## src/rtl/clb_map.svh

```systemverilog
// clb_map.svh: register offsets, field positions, codes and timing counts
// of the configurable logic block; definitions only, included by bare name.
`ifndef CLB_MAP_SVH
`define CLB_MAP_SVH

// register offsets (byte addresses on the plain port)
`define CLB_OFF_CTRL      5'h00
`define CLB_OFF_SEQ_LO    5'h01
`define CLB_OFF_SEQ_HI    5'h02
`define CLB_OFF_SENSE     5'h05
`define CLB_OFF_FLAGS     5'h07
`define CLB_OFF_TBL_FIRST 5'h08
`define CLB_OFF_TBL_LAST  5'h17
`define CLB_TBL_BASE_IDX  3'h2
// sub-offsets inside one table's group of four
`define CLB_SUB_CTRL_A    2'h0
`define CLB_SUB_INSEL     2'h1
`define CLB_SUB_INSEL2    2'h2
`define CLB_SUB_TRUTH     2'h3

// field positions
`define CLB_CTRL_EN       0
`define CLB_CTRL_STDBY    6
`define CLB_TA_EN         0
`define CLB_TA_CLK_LSB    1
`define CLB_TA_FILT_LSB   4
`define CLB_TA_OE         6
`define CLB_TA_EDGE       7
`define CLB_IN0_LSB       0
`define CLB_IN1_LSB       4

// reset value of every register
`define CLB_RST_VAL       8'h00

// sequencer codes
`define CLB_SEQ_OFF       4'h0
`define CLB_SEQ_DFF       4'h1
`define CLB_SEQ_JK        4'h2
`define CLB_SEQ_LATCH     4'h3
`define CLB_SEQ_RS        4'h4

// interrupt sense codes
`define CLB_SENSE_OFF     2'h0
`define CLB_SENSE_RISE    2'h1
`define CLB_SENSE_FALL    2'h2
`define CLB_SENSE_BOTH    2'h3

// output filter codes
`define CLB_FILT_OFF      2'h0
`define CLB_FILT_SYNC     2'h1
`define CLB_FILT_FILTER   2'h2
// filter: samples a new level must hold before it passes
`define CLB_FILT_LEN      2'h3

// table clock codes
`define CLB_CLK_SYS       3'h0
`define CLB_CLK_IN2       3'h1
`define CLB_CLK_FAST      3'h4
`define CLB_CLK_32K       3'h5
`define CLB_CLK_1K        3'h6

// input source codes
`define CLB_SRC_MASK      4'h0
`define CLB_SRC_FEEDBACK  4'h1
`define CLB_SRC_LINK      4'h2
`define CLB_SRC_EV_A      4'h3
`define CLB_SRC_EV_B      4'h4
`define CLB_SRC_PIN       4'h5
`define CLB_SRC_CMP       4'h6
`define CLB_SRC_SERIAL    4'h8
`define CLB_SRC_SPI       4'h9
`define CLB_SRC_TIMER_A   4'hA
`define CLB_SRC_TIMER_B   4'hC

`endif

```

## src/rtl/clb_pkg.sv

```systemverilog
// clb_pkg: carrier structs and state structs of the configurable logic block.
// assumes nothing beyond a SystemVerilog compiler.
package clb_pkg;

  // per-table signal sources; index k of a vector feeds table input k
  typedef struct packed {
    logic [2:0] pin;
    logic [2:0] serial_tx;
    logic [2:0] spi;
    logic [2:0] timer_a;
    logic [2:0] timer_b;
    logic       event_a;
    logic       event_b;
  } clb_src_s;

  // alternative table clocks
  typedef struct packed {
    logic fast;
    logic slow_32k;
    logic slow_1k;
  } clb_osc_s;

  // register port request
  typedef struct packed {
    logic [4:0] addr;
    logic [7:0] wdata;
    logic       wr;
    logic       rd;
  } clb_bus_req_s;

  // state of one table's output conditioning
  typedef struct packed {
    logic       s1;
    logic       s2;
    logic       filt;
    logic [1:0] cnt;
    logic       edge_prev;
  } clb_lut_state_s;

  // state of one pair sequencer
  typedef struct packed {
    logic q;
  } clb_seq_state_s;

endpackage : clb_pkg

```

## src/rtl/clb_top.sv

```systemverilog
// clb_top: configurable logic block with four lookup tables in two pairs,
// byte register port, source selection, clock choice, flags and request.
// assumes sources and oscillators are asynchronous; standby comes from
// the sleep controller on ref_clk.
//
// The implementer's own choice: the plain strobed port.
`timescale 1ns/1ps
`default_nettype none
`include "clb_map.svh"

// Functional notes
// - standby-run bit 6 keeps the block running during standby sleep.
// - global enable bit 0 enables the whole block.
// - low pair sequencer: off, data flop, J-K flop, data latch, set/reset latch.
// - high pair sequencer uses the same five codes; higher codes reserved.
// - per-table sense field: none, rising, falling or both edges.
// - a table flag sets when its output changes as its sense selects.
// - writing one to a flag bit clears it; zero leaves it.
// - bit 7 of table control enables that table's edge detector.
// - bit 6 drives the table output onto its own pin, overriding port.
// - filter field: none, synchronizer, filter; code three reserved.
// - clock field: peripheral, input 2, fast, 32 kHz, 1 kHz oscillators.
// - each pair's sequencer uses the even table's clock choice.
// - input 1 select picks masked, feedback, link, events, pin and peripherals.
// - input 0 select uses the same codes with index-0 sources.
// - truth bit k gives the output when the inputs read as k.
// - all flags combine into one request held while any is set.
module clb_top (
  // clock, reset, clock enable
  input  wire logic                  ref_clk,
  input  wire logic                  rst,
  input  wire logic                  ce,
  // register port
  input  wire clb_pkg::clb_bus_req_s bus_req,
  output var  logic [7:0]            rdata_q,
  // sleep controller
  input  wire logic                  standby,
  // signal sources
  input  wire clb_pkg::clb_src_s [3:0] src,
  input  wire logic                  analog_comparator_out,
  input  wire clb_pkg::clb_osc_s     osc,
  // table outputs and pins
  output var  logic [3:0]            table_output_q,
  output var  logic [3:0]            pin_out_q,
  output var  logic [3:0]            pin_output_enable_q,
  // combined interrupt request
  output var  logic                  irq_q
);
  import clb_pkg::*;

  localparam int SYNC_W = 4 * $bits(clb_src_s) + 1 + $bits(clb_osc_s);

  typedef struct packed {
    logic [SYNC_W-1:0] sync1;
    logic [SYNC_W-1:0] sync2;

    logic [7:0]        ctrl;
    logic [3:0]        seq_lo;
    logic [3:0]        seq_hi;
    logic [7:0]        sense;
    logic [3:0]        flags;

    logic [3:0][7:0]   tctl_a;
    logic [3:0][7:0]   tctl_b;
    logic [3:0][7:0]   tctl_c;
    logic [3:0][7:0]   truth;

    logic [2:0]        osc_prev;
    logic [3:0]        in2_prev;
    logic [7:0]        rdata;
    logic [3:0]        out;
    logic [3:0]        pin_out;
    logic [3:0]        oe;
    logic              irq;
  } clb_top_state_s;

  clb_top_state_s  state_q;
  clb_top_state_s  state_d;

  // synchronised views of the asynchronous inputs
  clb_src_s [3:0]  src_s;
  logic            cmp_s;
  clb_osc_s        osc_s;

  logic            run;
  logic [3:0]      tbl_run;
  logic [3:0]      tick;
  logic [3:0]      cond;
  logic [3:0][2:0] in_bits;
  logic [1:0]      seq_active;
  logic [1:0]      seq_q;
  logic [3:0]      out_next;

  // register decode
  logic            in_tbl;
  logic [2:0]      tix_full;
  logic [1:0]      tix;
  logic [1:0]      sub;
  logic            prot;

  assign {src_s, cmp_s, osc_s} = state_q.sync2;

  // standby stops the block unless standby-run is set
  assign run = state_q.ctrl[`CLB_CTRL_EN]
               && (!standby || state_q.ctrl[`CLB_CTRL_STDBY]);

  // table group: address bits 4:2 pick the table, bits 1:0 its register
  assign in_tbl   = (bus_req.addr >= `CLB_OFF_TBL_FIRST)
                    && (bus_req.addr <= `CLB_OFF_TBL_LAST);
  assign tix_full = bus_req.addr[4:2] - `CLB_TBL_BASE_IDX;
  assign tix      = tix_full[1:0];
  assign sub      = bus_req.addr[1:0];
  // the global enable alone guards every protected register
  assign prot     = state_q.ctrl[`CLB_CTRL_EN];

  // one source pick per input; k is the input index
  function automatic logic src_pick(
    input logic [3:0] code,
    input logic [1:0] k,
    input clb_src_s   s,
    input logic       fb,
    input logic       link,
    input logic       cmp
  );
    logic r;

    r = 1'b0;
    case (code)
      `CLB_SRC_MASK:     r = 1'b0;
      `CLB_SRC_FEEDBACK: r = fb;
      `CLB_SRC_LINK:     r = link;
      `CLB_SRC_EV_A:     r = s.event_a;
      `CLB_SRC_EV_B:     r = s.event_b;
      `CLB_SRC_PIN:      r = s.pin[k];
      `CLB_SRC_CMP:      r = cmp;
      // serial sources only meaningful in host modes
      `CLB_SRC_SERIAL:   r = s.serial_tx[k];
      `CLB_SRC_SPI:      r = s.spi[k];
      `CLB_SRC_TIMER_A:  r = s.timer_a[k];
      `CLB_SRC_TIMER_B:  r = s.timer_b[k];
      default:           r = 1'b0;
    endcase
    return r;
  endfunction : src_pick

  genvar gn;
  generate
    for (gn = 0; gn < 4; gn++) begin : g_tbl
      localparam int LINK = (gn + 1) % 4;
      localparam int EVEN = gn - (gn % 2);
      logic       fb;
      logic [3:0] sel0;
      logic [3:0] sel1;
      logic [3:0] sel2;
      logic       in2_rise;

      // feedback comes from the pair output, registered to avoid loops
      assign fb   = state_q.out[EVEN];
      assign sel0 = state_q.tctl_b[gn][`CLB_IN0_LSB +: 4];
      assign sel1 = state_q.tctl_b[gn][`CLB_IN1_LSB +: 4];
      assign sel2 = state_q.tctl_c[gn][3:0];

      assign in_bits[gn][0] = src_pick(sel0, 2'h0, src_s[gn], fb, state_q.out[LINK], cmp_s);
      assign in_bits[gn][1] = src_pick(sel1, 2'h1, src_s[gn], fb, state_q.out[LINK], cmp_s);
      assign in_bits[gn][2] = src_pick(sel2, 2'h2, src_s[gn], fb, state_q.out[LINK], cmp_s);

      assign in2_rise = in_bits[gn][2] & ~state_q.in2_prev[gn];

      // selected clock becomes a one-cycle enable on ref_clk
      // reserved codes never tick, which freezes that table's filter
      always_comb begin
        case (state_q.tctl_a[gn][`CLB_TA_CLK_LSB +: 3])
          `CLB_CLK_SYS:  tick[gn] = 1'b1;
          `CLB_CLK_IN2:  tick[gn] = in2_rise;
          `CLB_CLK_FAST: tick[gn] = osc_s.fast & ~state_q.osc_prev[2];
          `CLB_CLK_32K:  tick[gn] = osc_s.slow_32k & ~state_q.osc_prev[1];
          `CLB_CLK_1K:   tick[gn] = osc_s.slow_1k & ~state_q.osc_prev[0];
          default:       tick[gn] = 1'b0;
        endcase
      end

      assign tbl_run[gn] = run && state_q.tctl_a[gn][`CLB_TA_EN];

      clb_lut u_lut (
        .ref_clk  (ref_clk),
        .rst      (rst),
        .ce       (ce),
        .run      (tbl_run[gn]),
        .tick     (tick[gn]),
        .truth    (state_q.truth[gn]),
        .filt_sel (state_q.tctl_a[gn][`CLB_TA_FILT_LSB +: 2]),
        .edge_en  (state_q.tctl_a[gn][`CLB_TA_EDGE]),
        .in_bits  (in_bits[gn]),
        .cond_out (cond[gn])
      );
    end

    for (gn = 0; gn < 2; gn++) begin : g_pair
      clb_seq u_seq (
        .ref_clk (ref_clk),
        .rst     (rst),
        .ce      (ce),
        .run     (run),
        .tick    (tick[2*gn]),
        .mode    (gn == 0 ? state_q.seq_lo : state_q.seq_hi),
        .a       (cond[2*gn]),
        .b       (cond[2*gn+1]),
        .active  (seq_active[gn]),
        .q       (seq_q[gn])
      );

      // sequencer result replaces the even table's output
      assign out_next[2*gn]   = run && (seq_active[gn] ? seq_q[gn] : cond[2*gn]);
      assign out_next[2*gn+1] = run && cond[2*gn+1];
    end
  endgenerate

  always_comb begin
    logic [3:0] rise;
    logic [3:0] fall;
    logic [3:0] set;
    logic [3:0] clr;
    logic [1:0] mode;

    rise = 4'h0;
    fall = 4'h0;
    set = 4'h0;
    clr = 4'h0;
    mode = 2'h0;
    state_d = state_q;

    // input synchronisers
    state_d.sync1 = {src, analog_comparator_out, osc};
    state_d.sync2 = state_q.sync1;
    state_d.osc_prev = {osc_s.fast, osc_s.slow_32k, osc_s.slow_1k};
    for (int n = 0; n < 4; n++) begin
      state_d.in2_prev[n] = in_bits[n][2];
    end

    // register writes
    if (bus_req.wr) begin
      case (bus_req.addr)
        `CLB_OFF_CTRL: begin
          state_d.ctrl = bus_req.wdata & 8'h41;
        end
        `CLB_OFF_SEQ_LO: begin
          if (!prot) begin
            state_d.seq_lo = bus_req.wdata[3:0];
          end
        end
        `CLB_OFF_SEQ_HI: begin
          if (!prot) begin
            state_d.seq_hi = bus_req.wdata[3:0];
          end
        end
        `CLB_OFF_SENSE: begin
          state_d.sense = bus_req.wdata;
        end
        `CLB_OFF_FLAGS: begin
          clr = bus_req.wdata[3:0];
        end
        default: begin
          if (in_tbl && !prot) begin
            case (sub)
              `CLB_SUB_CTRL_A: state_d.tctl_a[tix] = bus_req.wdata;
              `CLB_SUB_INSEL:  state_d.tctl_b[tix] = bus_req.wdata;
              `CLB_SUB_INSEL2: state_d.tctl_c[tix] = {4'h0, bus_req.wdata[3:0]};
              default:         state_d.truth[tix] = bus_req.wdata;
            endcase
          end
        end
      endcase
    end

    // outputs and flags
    rise = out_next & ~state_q.out;
    fall = ~out_next & state_q.out;
    for (int n = 0; n < 4; n++) begin
      mode = state_q.sense[2*n +: 2];
      case (mode)
        `CLB_SENSE_RISE: set[n] = rise[n];
        `CLB_SENSE_FALL: set[n] = fall[n];
        `CLB_SENSE_BOTH: set[n] = rise[n] | fall[n];
        default:         set[n] = 1'b0;
      endcase
    end

    if (!run) begin
      set = 4'h0;
    end

    // a new edge wins over a clear in the same cycle
    state_d.flags = (state_q.flags & ~clr) | set;
    state_d.irq = |state_d.flags;
    state_d.out = out_next;

    for (int n = 0; n < 4; n++) begin
      state_d.oe[n] = tbl_run[n] && state_d.tctl_a[n][`CLB_TA_OE];
      state_d.pin_out[n] = state_d.oe[n] && out_next[n];
    end

    // register reads, data in the following cycle
    state_d.rdata = 8'h00;
    if (bus_req.rd) begin
      case (bus_req.addr)
        `CLB_OFF_CTRL:   state_d.rdata = state_q.ctrl;
        `CLB_OFF_SEQ_LO: state_d.rdata = {4'h0, state_q.seq_lo};
        `CLB_OFF_SEQ_HI: state_d.rdata = {4'h0, state_q.seq_hi};
        `CLB_OFF_SENSE:  state_d.rdata = state_q.sense;
        `CLB_OFF_FLAGS:  state_d.rdata = {4'h0, state_q.flags};
        default: begin
          if (in_tbl) begin
            case (sub)
              `CLB_SUB_CTRL_A: state_d.rdata = state_q.tctl_a[tix];
              `CLB_SUB_INSEL:  state_d.rdata = state_q.tctl_b[tix];
              `CLB_SUB_INSEL2: state_d.rdata = state_q.tctl_c[tix];
              default:         state_d.rdata = state_q.truth[tix];
            endcase
          end
        end
      endcase
    end
  end

  always_ff @(posedge ref_clk) begin
    if (rst) begin
      state_q <= '0;
    end else if (ce) begin
      state_q <= state_d;
    end
  end

  assign rdata_q             = state_q.rdata;
  assign table_output_q      = state_q.out;
  assign pin_out_q           = state_q.pin_out;
  assign pin_output_enable_q = state_q.oe;
  assign irq_q               = state_q.irq;

endmodule : clb_top
`default_nettype wire

```

## src/rtl/clb_lut.sv

```systemverilog
// clb_lut: truth lookup, output synchronizer or filter, and edge detector
// of one table; assumes tick is a one-cycle enable from the table's clock.
`timescale 1ns/1ps
`default_nettype none
`include "clb_map.svh"

module clb_lut (
  // clock and reset
  input  wire logic       ref_clk,
  input  wire logic       rst,
  input  wire logic       ce,
  // control
  input  wire logic       run,
  input  wire logic       tick,
  input  wire logic [7:0] truth,
  input  wire logic [1:0] filt_sel,
  input  wire logic       edge_en,
  // data
  input  wire logic [2:0] in_bits,
  output var  logic       cond_out
);
  import clb_pkg::*;

  clb_lut_state_s state_q;
  clb_lut_state_s state_d;
  logic           raw;
  logic           level;

  assign raw = truth[in_bits];

  always_comb begin
    case (filt_sel)
      `CLB_FILT_SYNC:   level = state_q.s2;
      `CLB_FILT_FILTER: level = state_q.filt;
      default:          level = raw;
    endcase
    cond_out = run && (edge_en ? (level & ~state_q.edge_prev) : level);
    state_d = state_q;
    if (!run) begin
      state_d = '0;
    end else if (tick) begin
      state_d.s1 = raw;
      state_d.s2 = state_q.s1;
      state_d.edge_prev = level;
      // a level must hold several samples before the filter follows it
      if (state_q.s2 == state_q.filt) begin
        state_d.cnt = 2'h0;
      end else if (state_q.cnt == `CLB_FILT_LEN - 2'h1) begin
        state_d.filt = state_q.s2;
        state_d.cnt = 2'h0;
      end else begin
        state_d.cnt = state_q.cnt + 2'h1;
      end
    end
  end

  always_ff @(posedge ref_clk) begin
    if (rst) begin
      state_q <= '0;
    end else if (ce) begin
      state_q <= state_d;
    end
  end

endmodule : clb_lut
`default_nettype wire

```

## src/rtl/clb_seq.sv

```systemverilog
// clb_seq: sequencer shared by one pair of tables; even input a, odd input b.
// assumes tick comes from the even table's clock choice.
`timescale 1ns/1ps
`default_nettype none
`include "clb_map.svh"

module clb_seq (
  // clock and reset
  input  wire logic       ref_clk,
  input  wire logic       rst,
  input  wire logic       ce,
  // control
  input  wire logic       run,
  input  wire logic       tick,
  input  wire logic [3:0] mode,
  // data
  input  wire logic       a,
  input  wire logic       b,
  output var  logic       active,
  output var  logic       q
);
  import clb_pkg::*;

  clb_seq_state_s state_q;
  clb_seq_state_s state_d;

  always_comb begin
    state_d = state_q;
    active = 1'b1;
    case (mode)
      `CLB_SEQ_DFF: begin
        if (tick && b) begin
          state_d.q = a;
        end
      end
      `CLB_SEQ_JK: begin
        if (tick) begin
          case ({a, b})
            2'h2:    state_d.q = 1'b1;
            2'h1:    state_d.q = 1'b0;
            2'h3:    state_d.q = ~state_q.q;
            default: state_d.q = state_q.q;
          endcase
        end
      end
      // latches are level sensitive, so they follow every cycle
      `CLB_SEQ_LATCH: begin
        if (b) begin
          state_d.q = a;
        end
      end
      `CLB_SEQ_RS: begin
        if (a && !b) begin
          state_d.q = 1'b1;
        end else if (b && !a) begin
          state_d.q = 1'b0;
        end
      end
      default: begin
        active = 1'b0;
        state_d.q = 1'b0;
      end
    endcase
    if (!run) begin
      state_d.q = 1'b0;
    end
    q = state_q.q;
  end

  always_ff @(posedge ref_clk) begin
    if (rst) begin
      state_q <= '0;
    end else if (ce) begin
      state_q <= state_d;
    end
  end

endmodule : clb_seq
`default_nettype wire

```

## config.mk

```make
export PLATFORM = sky130hd
export DESIGN_NAME = clb_top
export DESIGN_NICKNAME = d
export VERILOG_FILES = /design/src/rtl/clb_pkg.sv /design/src/rtl/clb_top.sv /design/src/rtl/clb_lut.sv /design/src/rtl/clb_seq.sv
export VERILOG_INCLUDE_DIRS = /design/src /design/src/rtl
export SDC_FILE = /design/constraint.sdc
export NUM_CORES = 1
export LEC_CHECK = 0
export BUFFER_PORTS_ARGS = -buffer_cell sky130_fd_sc_hd__clkbuf_2
export CAP_MARGIN = 20
export CORE_MARGIN = 1.5
export CORE_UTILIZATION = 50
export CTS_CLUSTER_DIAMETER = 100
export CTS_CLUSTER_SIZE = 10
export DETAILED_ROUTE_END_ITERATION = 6
export PLACE_DENSITY_LB_ADDON = 0.12
export SYNTH_ARGS = -nofsm -noshare
export SYNTH_HDL_FRONTEND = slang
export SYNTH_SLANG_ARGS = --single-unit
```

## constraint.sdc

```tcl
create_clock -name ref_clk -period 4.25 [get_ports ref_clk]
set_input_delay 0.425 -clock ref_clk [delete_from_list [all_inputs] [get_ports ref_clk]]
set_output_delay 0.425 -clock ref_clk [all_outputs]
set_load 0.02 [all_outputs]
```

# Yosys cells after proc, flatten, opt, wreduce, memory -nomap -nowiden
# Index checks and enable logic that the tools add are counted.
# totals
in_bits,91
wordCells,487
regBits,348
# op_classes
eq_ne,206
muxes,108
n_bitwise,38
n_lt_le_gt_ge,8
n_reduce_logical,66
n_addsub,5
# ops
cell,count
$mux 127,3
$eq 4x4->1 const B,48
$eq 4x3->1 const B,38
$bwmux 32,4
$pmux 1 s10,12
$eq 4x2->1 const B,28
$mux 32,3
$bmux 8 s2,4
$eq 4x1->1 const B,14
$mux 8,7
$mux 6,8
$eq 2x2->1 const B,21
$pmux 8 s5,1
$eq 3x3->1 const B,12
$mux 1,32
$mux 31,1
$logic_and 1x1->1,30
$pmux 8 s3,1
$reduce_and 4->1,6
$eq 2x1->1 const B,11
$ne 2x2->1 const B,10
$pmux 1 s5,4
$reduce_and 5->1,4
$pmux 1 s3,6
42 further kinds,123

# Depth between registers and ports, before layout
# depth
depth_word,17
ltp_mapped,18
mapped_depth_nobuf,17

# Hierarchy
# Synthesis repeated with hierarchy kept, for this count alone.
# unflattened
hier_cells,1735
hier_area_um2,16144.2
# by_module_without_submodules
module,area_each_um2,cells_per_inst,seq_area_each_um2,instances
clb_top,14157.3,1521,6125.9,1
clb_lut,389.1,41,120.1,4
clb_seq,215.2,25,20.0,2

# Least setup slack after synthesis
# OpenSTA, ideal clock, no wires.
# synth_timing
path_kind,register to register
startpoint,register state_q (netlist bit g_tbl[2].sel0[1])
endpoint,register state_q (netlist bit irq_q)
arrival_ns,3.438
required_time_ns,4.104
setup_time_ns,0.146
period_less_slack_ns,3.584
slack_ns,0.666
path_stages_with_launch,18
cell_sequence,dfxtp_1 buf_2 nand2b_1 mux4_2 or2_2 and2_1 a2111o_1 nand4_1 a221oi_2 mux2_2 nand2_1 inv_1 ha_1 mux2i_1 nand2_1 o21ai_0 a221oi_1 a41oi_1
# synth_via
elab_chain_cells,17
elab_cells_between_ends,27
classes_between,10 x eq/ne; 8 x mux; 6 x bitwise; 3 x reduce/logical
# synth_rtl
element,line,source
from (decl),clb_top.sv:77,clb_top_state_s state_q;
from (signal assigned),clb_top.sv:329,state_q <= state_d;
"$eq 4x4->1, or another cell as far along",clb_top.sv:128,case (code)
$pmux 1 s10 (*),clb_top.sv:128,
$bmux 1 s3 (*),clb_lut.sv:29,assign raw = truth[in_bits];
$mux 1 (not written as such) (*),clb_lut.sv:29,
$pmux 1 s2 (*),clb_lut.sv:32,case (filt_sel)
$and 1x1->1,clb_lut.sv:37,cond_out = run && (edge_en ? (level & ~state_q.edge_prev) : level);
$mux 1 (*),clb_lut.sv:37,
$logic_and 1x1->1 (*),clb_lut.sv:37,
(+2 left out),n/a,
named net out_next[2],clb_top.sv:92,logic [3:0] out_next;
$not 4->4,clb_top.sv:277,fall = ~out_next & state_q.out;
$and 4x4->4,clb_top.sv:277,
$or 1x1->1,clb_top.sv:283,`CLB_SENSE_BOTH: set[n] = rise[n] | fall[n];
$pmux 1 s3 (*),clb_top.sv:280,case (mode)
$mux 4 (*),clb_top.sv:288,if (!run) begin
$or 4x4->4 (*),clb_top.sv:293,state_d.flags = (state_q.flags & ~clr) | set;
$reduce_or 4->1 (*),clb_top.sv:294,state_d.irq = |state_d.flags;
# Mark *: on every way through the listed nets, which the timed path passes. The rest lies on a longest branch. The select of a mux whose other input is x is not followed.
# A chain may end at the register's enable or synchronous reset.

# Worst setup path after layout
# layout_timing
startpoint,register state_q (netlist bit table_output_q[0])
endpoint,register state_q[156] in the netlist's numbering
# layout_via
elab_chain_cells,15
elab_cells_between_ends,19
classes_between,10 x mux; 7 x bitwise; 2 x reduce/logical
# layout_rtl
element,line,source
$pmux 1 s10,clb_top.sv:128,
$bmux 1 s3 (*),clb_lut.sv:29,
$mux 1 (not written as such) (*),clb_lut.sv:29,
$pmux 1 s2 (*),clb_lut.sv:32,
$and 1x1->1,clb_lut.sv:37,
$mux 1 (*),clb_lut.sv:37,
$logic_and 1x1->1 (*),clb_lut.sv:37,
$mux 1 (*),clb_top.sv:213,assign out_next[2*gn] = run && (seq_active[gn] ? seq_q[gn] : cond[2*gn]);
$logic_and 1x1->1 (*),clb_top.sv:213,
named net out_next[0],clb_top.sv:92,
$not 4->4,clb_top.sv:277,
$and 4x4->4,clb_top.sv:277,
$or 1x1->1,clb_top.sv:283,
$pmux 1 s3 (*),clb_top.sv:280,
$mux 4 (*),clb_top.sv:288,
$or 4x4->4 (*),clb_top.sv:293,
# Marked as above.

==> run_summary.xml <==
<?xml version="1.0" encoding="UTF-8"?>
<metrics>
  <group name="final_layout">
    <metric name="final.fill_count" unit="">2873</metric>
    <metric name="flow.area_growth_from_synthesis" unit="%">10.6</metric>
    <metric name="postLayoutCellArea" unit="um2">17700</metric>
    <metric name="drive_above_1_share" unit="%">14.3</metric>
    <metric name="utilization" unit="%">56.2</metric>
    <metric name="layout.cells.most_common_list" unit="">sky130_fd_sc_hd__nor2_1, sky130_fd_sc_hd__dfxtp_1, sky130_fd_sc_hd__mux2i_1</metric>
    <metric name="antenna-diode-count" unit="">0</metric>
    <metric name="nets" unit="">1838</metric>
    <metric name="layout.cells.non_filler" unit="">2131</metric>
    <metric name="register_area" unit="um2">6650</metric>
    <metric name="multi_input_combinational_cell_area" unit="um2">8620</metric>
    <metric name="mostFrequentLayoutCell" unit="">sky130_fd_sc_hd__nor2_1</metric>
  </group>
  <group name="power">
    <metric name="vdd.ir_drop.worst" unit="mV">0.261</metric>
    <metric name="intPower" unit="mW">4.98</metric>
    <metric name="seq_power_share" unit="%">49.7</metric>
    <metric name="power.static_leakage" unit="nW">6.86</metric>
    <metric name="power-per-cell-area" unit="nW/um2">369</metric>
    <metric name="pwr-share-comb" unit="%">6.4</metric>
    <metric name="switchingPower" unit="mW">1.55</metric>
    <metric name="power_frac_clock" unit="%">43.8</metric>
    <metric name="sw_frac_of_total" unit="%">23.8</metric>
  </group>
  <group name="sta">
    <metric name="final.period_utilization" unit="%">92.9</metric>
    <metric name="setup_tns" unit="ps">0</metric>
    <metric name="achievable-frequency" unit="MHz">253</metric>
    <metric name="setup-violations-final" unit="">0</metric>
    <metric name="relSlewSlack" unit="%">28.6</metric>
    <metric name="number_of_hold_violations_in_the_final_report" unit="">0</metric>
    <metric name="grt_setup_unrepaired" unit="">false</metric>
    <metric name="final_period_minus_worst_setup_slack" unit="ps">3950</metric>
    <metric name="tightest_slew" unit="ps">1070</metric>
    <metric name="fin_skew" unit="ps">23.8</metric>
    <metric name="fin_max_slew_vios" unit="">0</metric>
  </group>
  <group name="yosys">
    <metric name="synth_warnings" unit="">0</metric>
    <metric name="dominantRegCellSynth" unit="">sky130_fd_sc_hd__dfxtp_1</metric>
    <metric name="synth-edff-count" unit="">0</metric>
    <metric name="synth.ff_latch_count" unit="">332</metric>
    <metric name="synth_largest_type_area_fraction" unit="%">41.5</metric>
    <metric name="synthDominantAreaCellType" unit="">sky130_fd_sc_hd__dfxtp_1</metric>
    <metric name="syn-num-nets" unit="">1793</metric>
    <metric name="synthTopCellsByArea" unit="">sky130_fd_sc_hd__dfxtp_1, sky130_fd_sc_hd__mux2i_1, sky130_fd_sc_hd__nor2_1</metric>
    <metric name="synth_async_sr_flop_share" unit="%">0</metric>
    <metric name="gate_count_of_the_mapped_netlist" unit="">1683</metric>
    <metric name="synth_sequential_area_ratio" unit="%">41.5</metric>
    <metric name="yosys.cell_types.count" unit="">81</metric>
    <metric name="synthesis.area_per_instance" unit="um2">9.52</metric>
    <metric name="mapped_area" unit="um2">16000</metric>
  </group>
  <group name="floorplanning">
    <metric name="floorplan.die_area" unit="um2">33100</metric>
    <metric name="die_width" unit="um">182</metric>
    <metric name="effective_utilization_at_floorplan" unit="%">50.8</metric>
    <metric name="placeableCoreArea" unit="um2">31600</metric>
    <metric name="io_pins" unit="">112</metric>
    <metric name="chipHeight" unit="um">182</metric>
    <metric name="std_cell_rows" unit="">65</metric>
  </group>
  <group name="worst_setup_path">
    <metric name="critPathLaunchType" unit="">flip-flop</metric>
    <metric name="required" unit="ps">4680</metric>
    <metric name="path_max_fanout" unit="">8</metric>
    <metric name="critical_path.endpoint_type" unit="">flip-flop</metric>
    <metric name="crit_arrival" unit="ps">4380</metric>
    <metric name="critical_path_class" unit="">reg2reg</metric>
  </group>
  <group name="status">
    <metric name="outcome" unit="">completed</metric>
  </group>
  <group name="cts">
    <metric name="cts_tree" unit="">done</metric>
    <metric name="cts.root.buffer_cell" unit="">sky130_fd_sc_hd__clkbuf_16</metric>
    <metric name="clkSinkCount" unit="">332</metric>
    <metric name="clock_path_buffers" unit="">3</metric>
    <metric name="number_of_h_tree_levels" unit="">2</metric>
    <metric name="clkLatencyLatePin" unit="ps">540</metric>
    <metric name="cts_hold_repair.buffers" unit="">0</metric>
    <metric name="clk_pin_slew" unit="ps">60</metric>
    <metric name="cts_made_buffers" unit="">39</metric>
  </group>
  <group name="drt">
    <metric name="wirelength_met1" unit="mm">19.9</metric>
    <metric name="routed-via-count" unit="">12500</metric>
    <metric name="routed_wire_length_per_instance" unit="um">20.9</metric>
    <metric name="wl" unit="mm">44.5</metric>
    <metric name="ant_nets" unit="">0</metric>
    <metric name="highest_layer" unit="">met4</metric>
    <metric name="post-route-drc-count" unit="">0</metric>
    <metric name="violation_count_after_the_first_detailed_route_iteration" unit="">1096</metric>
    <metric name="wl_met2" unit="mm">20.6</metric>
    <metric name="drt_pre_antenna_iters" unit="">5</metric>
    <metric name="avgViaCountPerCell" unit="">5.86</metric>
    <metric name="detailroute.wirelength.met3" unit="mm">2.47</metric>
  </group>
  <group name="global_routing">
    <metric name="via_count_of_the_first_global_routing_pass" unit="">11800</metric>
    <metric name="antenna_violations_before_repair" unit="">0</metric>
    <metric name="global_route.usage.total" unit="%">26.8</metric>
    <metric name="grt_first_pass_wirelength" unit="mm">69.0</metric>
    <metric name="grt_max_degree" unit="">152</metric>
    <metric name="grt_overflow" unit="">0</metric>
  </group>
  <group name="placement">
    <metric name="hpwlAfterDp" unit="mm">30.8</metric>
    <metric name="port_buffers" unit="">111</metric>
    <metric name="placement.cell_area" unit="um2">16700</metric>
    <metric name="gp_routability_congestion" unit="">0.920</metric>
    <metric name="dp.cells" unit="">2089</metric>
  </group>
  <group name="run">
    <metric name="cap_viol_max_count" unit="">0</metric>
  </group>
  <group name="worst_hold_path">
    <metric name="min-delay-path-class" unit="">in2reg</metric>
  </group>
</metrics>
-- cell usage after synthesis, types with 4 or more instances --
library cell / count
sky130_fd_sc_hd__a221oi_1: 8
sky130_fd_sc_hd__clkbuf_1: 79
sky130_fd_sc_hd__xnor2_1: 4
sky130_fd_sc_hd__a211oi_1: 8
sky130_fd_sc_hd__ha_1: 19
sky130_fd_sc_hd__inv_1: 46
sky130_fd_sc_hd__a22oi_1: 22
sky130_fd_sc_hd__o21ai_0: 31
sky130_fd_sc_hd__mux2_2: 9
sky130_fd_sc_hd__and2_1: 5
sky130_fd_sc_hd__a21boi_0: 5
sky130_fd_sc_hd__nand2_1: 85
sky130_fd_sc_hd__nor2_1: 350
sky130_fd_sc_hd__nand2b_1: 22
sky130_fd_sc_hd__or3_1: 7
sky130_fd_sc_hd__o31ai_1: 5
sky130_fd_sc_hd__nor3b_1: 4
sky130_fd_sc_hd__buf_1: 19
sky130_fd_sc_hd__nor4bb_1: 7
sky130_fd_sc_hd__dfxtp_1: 332
sky130_fd_sc_hd__nand3_1: 19
sky130_fd_sc_hd__o211ai_1: 9
sky130_fd_sc_hd__mux4_2: 39
sky130_fd_sc_hd__nor2b_1: 12
sky130_fd_sc_hd__a2111o_1: 5
sky130_fd_sc_hd__a21oi_1: 45
sky130_fd_sc_hd__mux2i_1: 326
sky130_fd_sc_hd__buf_2: 5
sky130_fd_sc_hd__nand4_1: 6
sky130_fd_sc_hd__o2111ai_1: 4
sky130_fd_sc_hd__nor3_1: 16
sky130_fd_sc_hd__a31oi_1: 8
sky130_fd_sc_hd__a32oi_1: 7
sky130_fd_sc_hd__buf_4: 25
sky130_fd_sc_hd__nand3b_1: 14
sky130_fd_sc_hd__o22ai_1: 7
-- sequential cells by signal (all words and copies together), names as in the netlist --
name and flops:
g_pair.u_seq.q 2, osc_s 3, table_output_q 4, g_tbl.sel1 16
state_q 92, cmp_s 1, g_tbl.u_lut.state_q 24, src_s 68
g_tbl.sel2 16, pin_output_enable_q 4, g_tbl.sel0 16, prot 1
pin_out_q 4, irq_q 1, rdata_q 8, state_d 72
-- power groups by stage --
stage	logic, mW	clock network [mW]	registers, mW
2_1_floorplan	0.296	0	3.29
3_3_place_gp	0.414	0	3.31
3_5_place_dp	0.419	0	3.31
4_1_cts	0.420	2.92	3.25
5_1_grt	0.459	3.05	3.25
6_report	0.421	2.86	3.25
-- stage by stage --
| step | setup slack (ps) | total power, mW | hold WS (ps) |
|---|---|---|---|
| after global placement | 380 | 3.73 | 441 |
| after detailed placement | 201 | 3.73 | 451 |
| final | 302 | 6.53 | 123 |
| after CTS | 159 | 6.59 | 108 |
| after floorplan | 666 | 3.58 | 432 |
| after global routing | 73.9 | 6.77 | 126 |
-- path summary, 6_finish.rpt --
path,slack [ps],end,start,depth (start not counted)
max,300,state_q[156]$_SDFFE_PP0P_,table_output_q[0]$_SDFFE_PP0P_,15
min,120,state_d[241]$_SDFFE_PP0P_,src[53],3
max reg2reg,300,state_q[156]$_SDFFE_PP0P_,table_output_q[0]$_SDFFE_PP0P_,15
min reg2reg,450,g_tbl[1].u_lut.state_q[5]$_SDFFE_PP0P_,g_tbl[1].u_lut.state_q[5]$_SDFFE_PP0P_,2
-- worst max-delay path: stages (launching register included) --
cell and delay (ps):
sky130_fd_sc_hd__dfxtp_1 700, sky130_fd_sc_hd__mux2i_1 160, sky130_fd_sc_hd__mux4_2 540, sky130_fd_sc_hd__mux2i_1 150, sky130_fd_sc_hd__mux4_2 460, sky130_fd_sc_hd__a2bb2oi_1 220, sky130_fd_sc_hd__a31oi_1 240, sky130_fd_sc_hd__o31ai_2 310
sky130_fd_sc_hd__nand2_1 120, sky130_fd_sc_hd__inv_1 70, sky130_fd_sc_hd__ha_1 220, sky130_fd_sc_hd__mux2i_1 140, sky130_fd_sc_hd__nand2_1 60, sky130_fd_sc_hd__o21ai_0 70, sky130_fd_sc_hd__a22oi_1 130, sky130_fd_sc_hd__a211oi_1 260
-- area by class of cell --
class                           instances  area share [%]
Clock buffer                           39            5.51
Clock inverter                          3           0.233
Inverter                               48            1.02
Multi-Input combinational cell       1173            48.6
Sequential cell                       332            37.5
Tap cell                              402            2.84
Timing Repair Buffer                  134            4.29
-- timing repair --
action	4_1_cts	5_1_grt
resized for setup	0	5
setup buffers	0	0
setup endpoints to repair	0	2
hold endpoints to repair	0	0
-- cell families after synthesis --
group                    synth area share [%]
AND/OR/NAND/NOR                          15.5
adder cells (fa/ha/maj)                  1.48
buffers and inverters                    4.89
AO/OA/AOI/OAI                            9.24
XOR/XNOR                                0.383
multiplexers                             27.0
flip-flops                               41.5
-- metal layers --
layer	global-route usage, %	vias to the layer above
li1	-	5989
met1	36.0	5997
met2	43.4	401
met3	3.97	97
met4	10.4	0
met5	0	-
(Power assumes the default switching activity.)
